==> src/rtl/gpib_glue_map.vh <==
`ifndef GPIB_GLUE_MAP_VH
`define GPIB_GLUE_MAP_VH
// address bits used by the latch/adapter select decode and the port select
`define A_BIT_SEL 6
`define A_BIT_P0 0
`define A_BIT_P1 1
`define A_BIT_P5 5
// port select code {a5,a1,a0}
`define PORT_CTRL 3'h1
`define PORT_DATA 3'h0
// status byte service request bit
`define STB_SRQ_BIT 6
// power-on clear hold time, ns
`define POR_NS 1000
`define CLK_NS 4
`define POR_CYC ((`POR_NS + `CLK_NS - 1) / `CLK_NS)
`define POR_W 9
// mode codes
`define MODE_OPERATE 2'h0
`define MODE_DC_CAL 2'h1
`define MODE_AC_CAL 2'h2
`endif

==> src/rtl/gpib_interface_glue.v <==
`timescale 1ns/10ps
`default_nettype none
`include "gpib_glue_map.vh"
// Functional notes
// RL1 - measurement-done request on command raises srq per measurement; off command stops it
// RL2 - serial poll status byte carries request flag in bit 6
// RL3 - hold mode freezes the reported reading until a trigger
// RL4 - bus trigger takes a fresh reading, also in hold mode
// RL5 - sealed system strap makes power-up land in operate mode
// RL6 - sealed system bus commands select operate, dc cal or ac cal
// RL7 - transfers use ieee-488 source and acceptor handshakes inside the adapter
// RL8 - switch latch puts address and terminator bits on data bus when read
// RL9 - adapter reset held low after power-on until charge time elapses
// RL10 - cpu pulls prom enable low to fetch microprogram words
// RL11 - switch latch enabled only with read, chip select and a6 high
// RL12 - adapter enabled only with chip select and a6 low
// RL13 - adapter port chosen from a0, a1 and a5
// RL14 - read strobe forces buffer transmit enable off
// RL15 - write strobe drives buffer transmit enable on; the code drives it on only with the adapter selected and read high
// RL16 - adapter runs on the control board clock
// RL17 - data writes enable transmit toward bus, reads reverse it
module gpib_interface_glue (
  input wire ref_clk,
  input wire rst,
  input wire [7:0] cpu_addr,
  input wire rd_n,
  input wire wr_n,
  input wire interface_chip_select_n,
  input wire prom_enable_n,
  input wire [7:0] switch_bits,
  input wire sealed_system,
  input wire meas_done,
  input wire [15:0] meas_value,
  input wire trigger_cmd,
  input wire hold_on_cmd,
  input wire hold_off_cmd,
  input wire meas_done_request_on_cmd,
  input wire meas_done_request_off_cmd,
  input wire operate_mode_cmd,
  input wire dc_cal_mode_cmd,
  input wire ac_cal_mode_cmd,
  input wire serial_poll,
  input wire [7:0] status_low,
  output wire prom_output_enable,
  output wire switch_latch_enable,
  output wire adapter_enable,
  output wire ctrl_port_sel,
  output wire data_port_sel,
  output wire buffer_transmit_enable,
  output wire adapter_reset_n,
  output wire adapter_clk,
  output reg [7:0] data_out,
  output wire data_out_en,
  output reg [7:0] status_byte,
  output reg srq,
  output reg [15:0] reading,
  output reg meas_request,
  output reg [1:0] mode
);
  // one-hot power-up sequence for the mode logic; a stray code falls back
  // to the boot state so the mode is forced to operate once more
  localparam [1:0] ST_BOOT = 2'h1;
  localparam [1:0] ST_RUN = 2'h2;
  // decoded strobes and address fields
  wire cs;
  wire sel;
  wire [2:0] port;
  // bookkeeping flags, current and next value
  reg srq_en_q;
  reg srq_en_d;
  reg hold_q;
  reg hold_d;
  reg trig_pend_q;
  reg trig_pend_d;
  reg [1:0] pwr_state_q;
  reg [1:0] pwr_state_d;
  // mode logic next value
  reg [1:0] mode_d;
  // reading capture qualifier
  wire reading_take;
  assign cs = ~interface_chip_select_n;
  assign sel = cpu_addr[`A_BIT_SEL];
  assign port = {cpu_addr[`A_BIT_P5], cpu_addr[`A_BIT_P1], cpu_addr[`A_BIT_P0]};
  // the cpu owns this strobe; we only pass it to the prom
  // RL10 prom fetch enable
  assign prom_output_enable = ~prom_enable_n;
  // RL11 switch latch decode
  assign switch_latch_enable = ~rd_n & cs & sel;
  // RL12 adapter decode
  assign adapter_enable = cs & ~sel;
  // RL13 port select
  assign ctrl_port_sel = adapter_enable & (port == `PORT_CTRL);
  assign data_port_sel = adapter_enable & (port == `PORT_DATA);
  // RL14 RL15 RL17 direction; read wins if both strobes are low
  assign buffer_transmit_enable = adapter_enable & ~wr_n & rd_n;
  // RL16 shared clock, no separate oscillator
  assign adapter_clk = ref_clk;
  // RL7 handshake state machines live in the adapter itself
  assign data_out_en = switch_latch_enable;
  // RL9 power-on clear
  por_hold u_por (
    .ref_clk(ref_clk),
    .rst(rst),
    .adapter_reset_n(adapter_reset_n)
  );
  // RL8 switch data registered onto data bus
  always @(posedge ref_clk) begin
    if (rst) begin
      data_out <= 8'h00;
    end else if (switch_latch_enable) begin
      data_out <= switch_bits;
    end
  end
  // next values for request enable, hold mode and trigger bookkeeping;
  // on wins over off in one cycle, so a host sending both ends enabled
  always @* begin
    srq_en_d = srq_en_q;
    if (meas_done_request_on_cmd) begin
      srq_en_d = 1'b1;
    end else if (meas_done_request_off_cmd) begin
      srq_en_d = 1'b0;
    end
    hold_d = hold_q;
    if (hold_on_cmd) begin
      hold_d = 1'b1;
    end else if (hold_off_cmd) begin
      hold_d = 1'b0;
    end
    // RL4 a trigger stays pending until a measurement lands in a later cycle
    trig_pend_d = trig_pend_q;
    if (trigger_cmd) begin
      trig_pend_d = 1'b1;
    end else if (meas_done) begin
      trig_pend_d = 1'b0;
    end
  end
  // request enable, hold mode and trigger registers
  always @(posedge ref_clk) begin
    if (rst) begin
      srq_en_q <= 1'b0;
      hold_q <= 1'b0;
      trig_pend_q <= 1'b0;
      meas_request <= 1'b0;
    end else begin
      srq_en_q <= srq_en_d;
      hold_q <= hold_d;
      trig_pend_q <= trig_pend_d;
      // RL4 trigger starts a measurement pulse
      meas_request <= trigger_cmd;
    end
  end
  // RL3 RL4 a landing measurement is taken outside hold or after a trigger;
  // a trigger in the same cycle counts, so a slow host never loses a reading
  assign reading_take = meas_done & (~hold_q | trig_pend_q | trigger_cmd);
  // RL3 reading frozen in hold unless a trigger is pending or arrives in the same cycle
  always @(posedge ref_clk) begin
    if (rst) begin
      reading <= 16'h0000;
    end else if (reading_take) begin
      reading <= meas_value;
    end
  end
  // RL1 srq set per measurement; set wins over poll clear
  always @(posedge ref_clk) begin
    if (rst) begin
      srq <= 1'b0;
    end else if (meas_done & srq_en_q) begin
      srq <= 1'b1;
    end else if (serial_poll | meas_done_request_off_cmd) begin
      srq <= 1'b0;
    end
  end
  // RL2 status byte with request flag in bit 6
  always @(posedge ref_clk) begin
    if (rst) begin
      status_byte <= 8'h00;
    end else if (serial_poll) begin
      status_byte <= status_low;
      status_byte[`STB_SRQ_BIT] <= srq;
    end
  end
  // RL5 power-up sequence: the first cycle out of reset forces operate,
  // so a command racing the release cannot leave a calibration mode set
  always @* begin
    pwr_state_d = pwr_state_q;
    case (pwr_state_q)
      ST_BOOT: begin
        pwr_state_d = ST_RUN;
      end
      ST_RUN: begin
        pwr_state_d = ST_RUN;
      end
      default: begin
        pwr_state_d = ST_BOOT;
      end
    endcase
  end
  // RL6 sealed-system commands pick the mode; first command in a cycle wins
  // with the strap open the commands are ignored and the mode just holds
  always @* begin
    mode_d = mode;
    if (pwr_state_q != ST_RUN) begin
      mode_d = `MODE_OPERATE;
    end else if (sealed_system) begin
      if (operate_mode_cmd) begin
        mode_d = `MODE_OPERATE;
      end else if (dc_cal_mode_cmd) begin
        mode_d = `MODE_DC_CAL;
      end else if (ac_cal_mode_cmd) begin
        mode_d = `MODE_AC_CAL;
      end
    end
  end
  // RL5 RL6 mode and power-up state registers
  always @(posedge ref_clk) begin
    if (rst) begin
      mode <= `MODE_OPERATE;
      pwr_state_q <= ST_BOOT;
    end else begin
      mode <= mode_d;
      pwr_state_q <= pwr_state_d;
    end
  end
endmodule
`default_nettype wire

==> src/rtl/por_hold.v <==
`timescale 1ns/10ps
`default_nettype none
`include "gpib_glue_map.vh"
module por_hold (
  input wire ref_clk,
  input wire rst,
  output wire adapter_reset_n
);
  reg [`POR_W-1:0] cnt_q;
  reg [`POR_W-1:0] cnt_d;
  // counter stands in for the rc charge time
  always @* begin
    cnt_d = cnt_q;
    if (cnt_q != `POR_CYC) begin
      cnt_d = cnt_q + 9'h001;
    end
  end
  always @(posedge ref_clk) begin
    if (rst) begin
      cnt_q <= 9'h000;
    end else begin
      cnt_q <= cnt_d;
    end
  end
  assign adapter_reset_n = (cnt_q == `POR_CYC);
endmodule
`default_nettype wire

==> config.mk <==
export PLATFORM = sky130hd
export DESIGN_NAME = gpib_interface_glue
export DESIGN_NICKNAME = d
export VERILOG_FILES = /design/src/rtl/gpib_interface_glue.v /design/src/rtl/por_hold.v
export VERILOG_INCLUDE_DIRS = /design/src /design/src/rtl
export SDC_FILE = /design/constraint.sdc
export NUM_CORES = 1
export LEC_CHECK = 0
export BUFFER_PORTS_ARGS = -buffer_cell sky130_fd_sc_hd__buf_2
export CORE_MARGIN = 2
export CORE_UTILIZATION = 40
export CTS_CLUSTER_DIAMETER = 30
export DETAILED_ROUTE_END_ITERATION = 16
export PLACE_DENSITY = 0.81
export SYNTH_ARGS = -nofsm -noshare
export SYNTH_HDL_FRONTEND = slang
export SYNTH_SLANG_ARGS = --single-unit
==> constraint.sdc <==
create_clock -name ref_clk -period 1.3 [get_ports ref_clk]
set_input_delay 0.195 -clock ref_clk [delete_from_list [all_inputs] [get_ports ref_clk]]
set_output_delay 0.195 -clock ref_clk [all_outputs]
set_load 0.005 [all_outputs]
== Word-level counts from Yosys, hierarchy flattened ==
Cells that the tools add are included.
Word-level totals
  flip-flop bits (word level): 50
  bits of input ports: 57
  output and inout bits: 45
  logic and storage cells: 57
Cells by class
  $add $sub $neg: 1
  eq/ne operators: 6
  multiplexer cells: 12
  bitwise operators: 18
  reduce and logical (&&, ||, !) cells: 9
Operators by type and width (number)
  9-bit by 1-bit adder with 9-bit output, second input constant: 1
  1-bit bitwise AND: 9
  9-bit by 8-bit equality test with 1-bit output, second input constant: 1
  9-bit by 8-bit inequality test with 1-bit output, second input constant: 1
  1-bit 2-to-1 mux: 8
  2-bit 2-to-1 mux: 4
  2-bit nonzero test: 4
  1-bit NOT: 6
  2-bit OR reduction: 2
  3-bit by 1-bit equality test with 1-bit output, second input constant: 1
  3-bit zero test: 1
  1-bit bitwise OR: 3
  3-bit nonzero test: 1
  2-bit by 1-bit equality test with 1-bit output, second input constant: 1
  2-bit equality test, second input constant: 1
  2-bit inequality test, second input constant: 1
  2-bit AND reduction: 1

== Logic depth before layout (Yosys ltp) ==
  depth in word-level cells: 4
  depth in mapped cells: 5
  mapped depth without buffers: 5

== By module ==
A second synthesis with hierarchy kept.
Second synthesis, totals
  cell total of the unflattened synthesis: 212
  area, all modules: 2110.8 sq um
By module, submodules not included
  gpib_interface_glue: instances 1, cells an instance 165, area each 1680.4 sq um, seq. area each 820.8 sq um
  por_hold: instances 1, cells an instance 47, area each 430.4 sq um, seq. area each 180.2 sq um

==> results.md <==
- The run finished, with violations left.
- The checks that failed: setup timing.
- The net count after synthesis is 272.
- Of all nets on the critical path, the largest fanout is 2.
- Summed over all nets, the switching power comes to ~770 uW.
- The cell depth of the worst flop-to-flop path is 10.
- The antenna diode instance count is 0.
- In this run the worst hold path is classified as input pin to register.
- Once detailed placement completed, the half-perimeter wirelength came to 3288 um.
- The destination of the worst hold path is data_out[5].
- The number of nets in the final layout is 381.
- The total count of max-transition violations in the final report is 0.
- The via count is 1853.
- Summed over all layers, the global routing overflow is 0.
- The unique cell type count in the Yosys netlist is 32.
- The total I/O pin count is 102.
- The cell-internal power is 2511 uW.
- The achievable clock frequency is a little under 0.7 GHz.
- Timing analysis after detailed placement gives a worst setup slack of -0.002518 ns.
- Across the VDD grid, the largest voltage drop is roughly 0.00067 V.
- The synthesized netlist occupies a cell area of 2095 sq um.
- The combined global-route utilization of all metal layers is 16.82%.
- The register clock-pin slew on the reported worst setup and hold paths is roughly 0.08 ns.
- Setup violations remaining at the end of the flow were counted as 4.
- In the routed design, unresolved DRC markers number 0.
- Each instance of the synthesized netlist takes up on average 9.880 sq um.
- At the end of routability-driven placement, the weighted congestion stood at 0.7053.
- The number of global-route vias before repair is ~1800.
- STA puts the critical path data required time at 1.11 ns.
- The initial utilization of the core area, before any placement, comes to approximately two fifths.
- The routed wirelength normalized by instance count is 12.11 um.
- Entering global routing, the biggest net connects 38 pins.
- The reg-to-reg setup timing slack is -0.08 ns.
- The floorplan die width is between 70 and 80 um.
- In this run the power density over the cells is 1120 nW/um^2.
- Of the cells placed in the final design, the portion with a size suffix greater than 1 is between 40% and 50%.
- The ratio of final minimum period to clock period is 113.7%.
- The data arrival time of the critical path is 1.28 ns.
- The classification of the worst setup path is register to output port.
- The first global-routing pass estimated 7872 um of wire.
- The slack of the critical path is -0.1783 ns.
- The biggest area contributor in the post-synthesis netlist is dfxtp_1.
- By area the synthesized netlist is led by dfxtp_1 (48%), mux2i_1 (15%), nand2b_1 (9.9%).
- The number of synthesis warnings is 0.
- The vertical die dimension is 76.36 um.
- After filler insertion, the fill cell instance count of the layout stands at 467.
- The origin of the critical flop-to-flop path is u_por.cnt_q[0].
- The combinational share of power is 13.7%.
- The sort of element at the start of the critical path is a register.
- The max-capacitance violation count is 0.
- The number of antenna violations at the first check in global routing was 0.
- For this run, the leading register cell type out of synthesis is dfxtp_1.
- The worst slew margin relative to its limit is around 80%.
- The residual antenna-violating net count after detailed routing is 0.
- The clock reaches the later pin of the worst-skew pair after 0.39 ns.
- The detailed router's first-iteration violation count is 54.
- The slew of the pin with the lowest slew margin is 0.2709 ns.
- Compared with the post-synthesis result, the final layout area differs by 39.96%.
- The relative contribution of sequential cells to total power is between 50% and 60%.
- The die covers 5831 sq um.
- The switching fraction of total power is 23.51%.
- The startpoint of the lowest-slack hold path is switch_bits[5].
- In this run the standard cell core region covers ~5100 sq um.
- The first detailed-routing pass took 4 iterations.
- The end of the worst register-to-register path is u_por.cnt_q[2].
- The shortest period the worst path allows is 1.478 ns.
- The via density per instance is 4.751.
- The number of hold violations in the final report came to 0.
- The final cell area excluding filler cells is 2932 sq um.
- Setup repair after global routing could not meet its margin everywhere.
- The most common cell in the synthesized netlist is dfxtp_1.
- For the final database, setup skew stands at just over 0.003 ns.
- During placement, the flow inserted port buffers numbering 96.
- Of all flip-flops after synthesis, the portion carrying an async set or reset was 0%.
- Wires add up to 4724 um.
- The share of the Yosys chip area taken by registers is 47.79%.
- The leakage component of the power is 0.001406 uW.
- The endpoint type of the worst setup path is an output port.
- Summing all placed instances gives a cell area of 2654 sq um.
- Ranked by instance count, the synthesized netlist is headed by dfxtp_1 (50), nand2b_1 (33), mux2i_1 (32).
- The row count is 26.
- The worst hold path passes through 3 cells.
- Synthesis produced a netlist whose cell count is between 200 and 250.
- The clock tree from TritonCTS is done.
- The flip-flop and latch count after synthesis is 50.
- The power share of the clock group is 35.1%.
- Counting flops with a built-in enable in the synthesized netlist gives 0.
- The top cell type by area accounts for 47.79% of the synthesized area.
-- cells by family after synthesis --
group,count (synthesis),synth area share [%]
and+or+nand+nor,84,23.36
DFF,50,47.79
muxes,32,15.29
buffers and inverters,21,5.376
AOI/OAI and AO/OA,20,5.556
adders and majority gates,3,1.792
xor gates and xnor gates,2,0.8365
-- timing repair --
action | CTS | global route
endpoints found under the setup margin | 4 | 4
hold buffers | 2 | 0
resized for setup | 13 | 6
hold endpoints to repair | 2 | 0
pin swaps | 3 | 2
setup buffers | 6 | 3
-- state kept, by name, indices dropped and copies added, names as in the netlist, 2 cells and up --
register and count:
pwr_state_q 2, mode 2, data_out 8, reading 16, u_por.cnt_q 9, status_byte 8
-- per-stage QoR --
step | setup TNS (ns) | std cells | power (uW) | hold slack (ns) | util, %
final | -0.3727 | 390 | 3283 | 0.03424 | 57.77
after global routing | -0.7401 | 390 | 3475 | 0.01809 | 57.77
after CTS | -0.3829 | 388 | 3341 | 0.02230 | 56.98
after detailed placement | -0.002518 | 372 | 2180 | 0.2779 | 52.29
after global placement | 0 | 372 | 2154 | 0.2779 | 52.29
after floorplan | 0 | 212 | 1995 | 0.2758 | -
-- worst max path at each step --
stage	start	to	slack (ns)	depth (start not counted)
floorplan	u_por.cnt_q[0]	u_por.cnt_q[6]	0.11	4
global placement	u_por.cnt_q[0]	u_por.cnt_q[6]	0.04	4
detailed placement	u_por.cnt_q[0]	u_por.cnt_q[2]	-0.003	3
CTS	u_por.cnt_q[0]	adapter_reset_n	-0.25	5
global route	u_por.cnt_q[0]	adapter_reset_n	-0.26	5
finish	u_por.cnt_q[0]	adapter_reset_n	-0.18	5
-- layout by cell type (no fill, tap or decap), drive strengths merged --
master / count
xnor2: 1
o22ai: 1
xor2: 1
nand2b: 33
or3b: 1
or2: 1
a21oi: 10
nor4bb: 1
dfxtp: 50
nand3: 3
nand4: 2
nand2: 1
ha: 3
nor4b: 1
nor2b: 2
clkbuf: 9
nor4: 1
a32oi: 1
nor3b: 5
buf: 109
nor2: 25
nor3: 2
inv: 9
dlygate4sd3: 2
nand4bb: 1
mux2i: 32
and2: 1
o21ai: 8
or3: 4
-- metal layers --
metal	part of all wire [%]	vias up	GRT usage, %
li1	-	923	-
met1	41	860	17.87
met2	53	58	30.09
met3	4.0	12	4.976
met4	2.2	0	8.545
met5	0	-	0
-- critical path, cell delays in order, from the launching register on --
cell and delay (ns):
dfxtp_4 0.35, inv_2 0.06, ha_4 0.13, nand4bb_4 0.12, nor2_4 0.11, buf_2 0.12
-- power by group through the flow --
stage	sequential (uW)	combinational [uW]	clock (uW)
CTS	1680	449	1210
detailed placement	1720	430	33.4
finish	1680	450	1150
global placement	1710	411	33.4
global route	1690	508	1270
floorplan	1720	228	49.9
-- cell type report --
| class | count | area, sq um | share of cell area (%) |
|---|---|---|---|
| Clock buffer | 10 | 128.9 | 4.396 |
| Tap cell | 70 | 87.58 | 2.988 |
| Timing Repair Buffer | 110 | 633.1 | 21.60 |
| Sequential cell | 50 | 1010 | 34.44 |
| Inverter | 9 | 33.78 | 1.152 |
| Multi-Input combinational cell | 141 | 1039 | 35.42 |
Note: power is estimated with default switching activity, not from simulation.
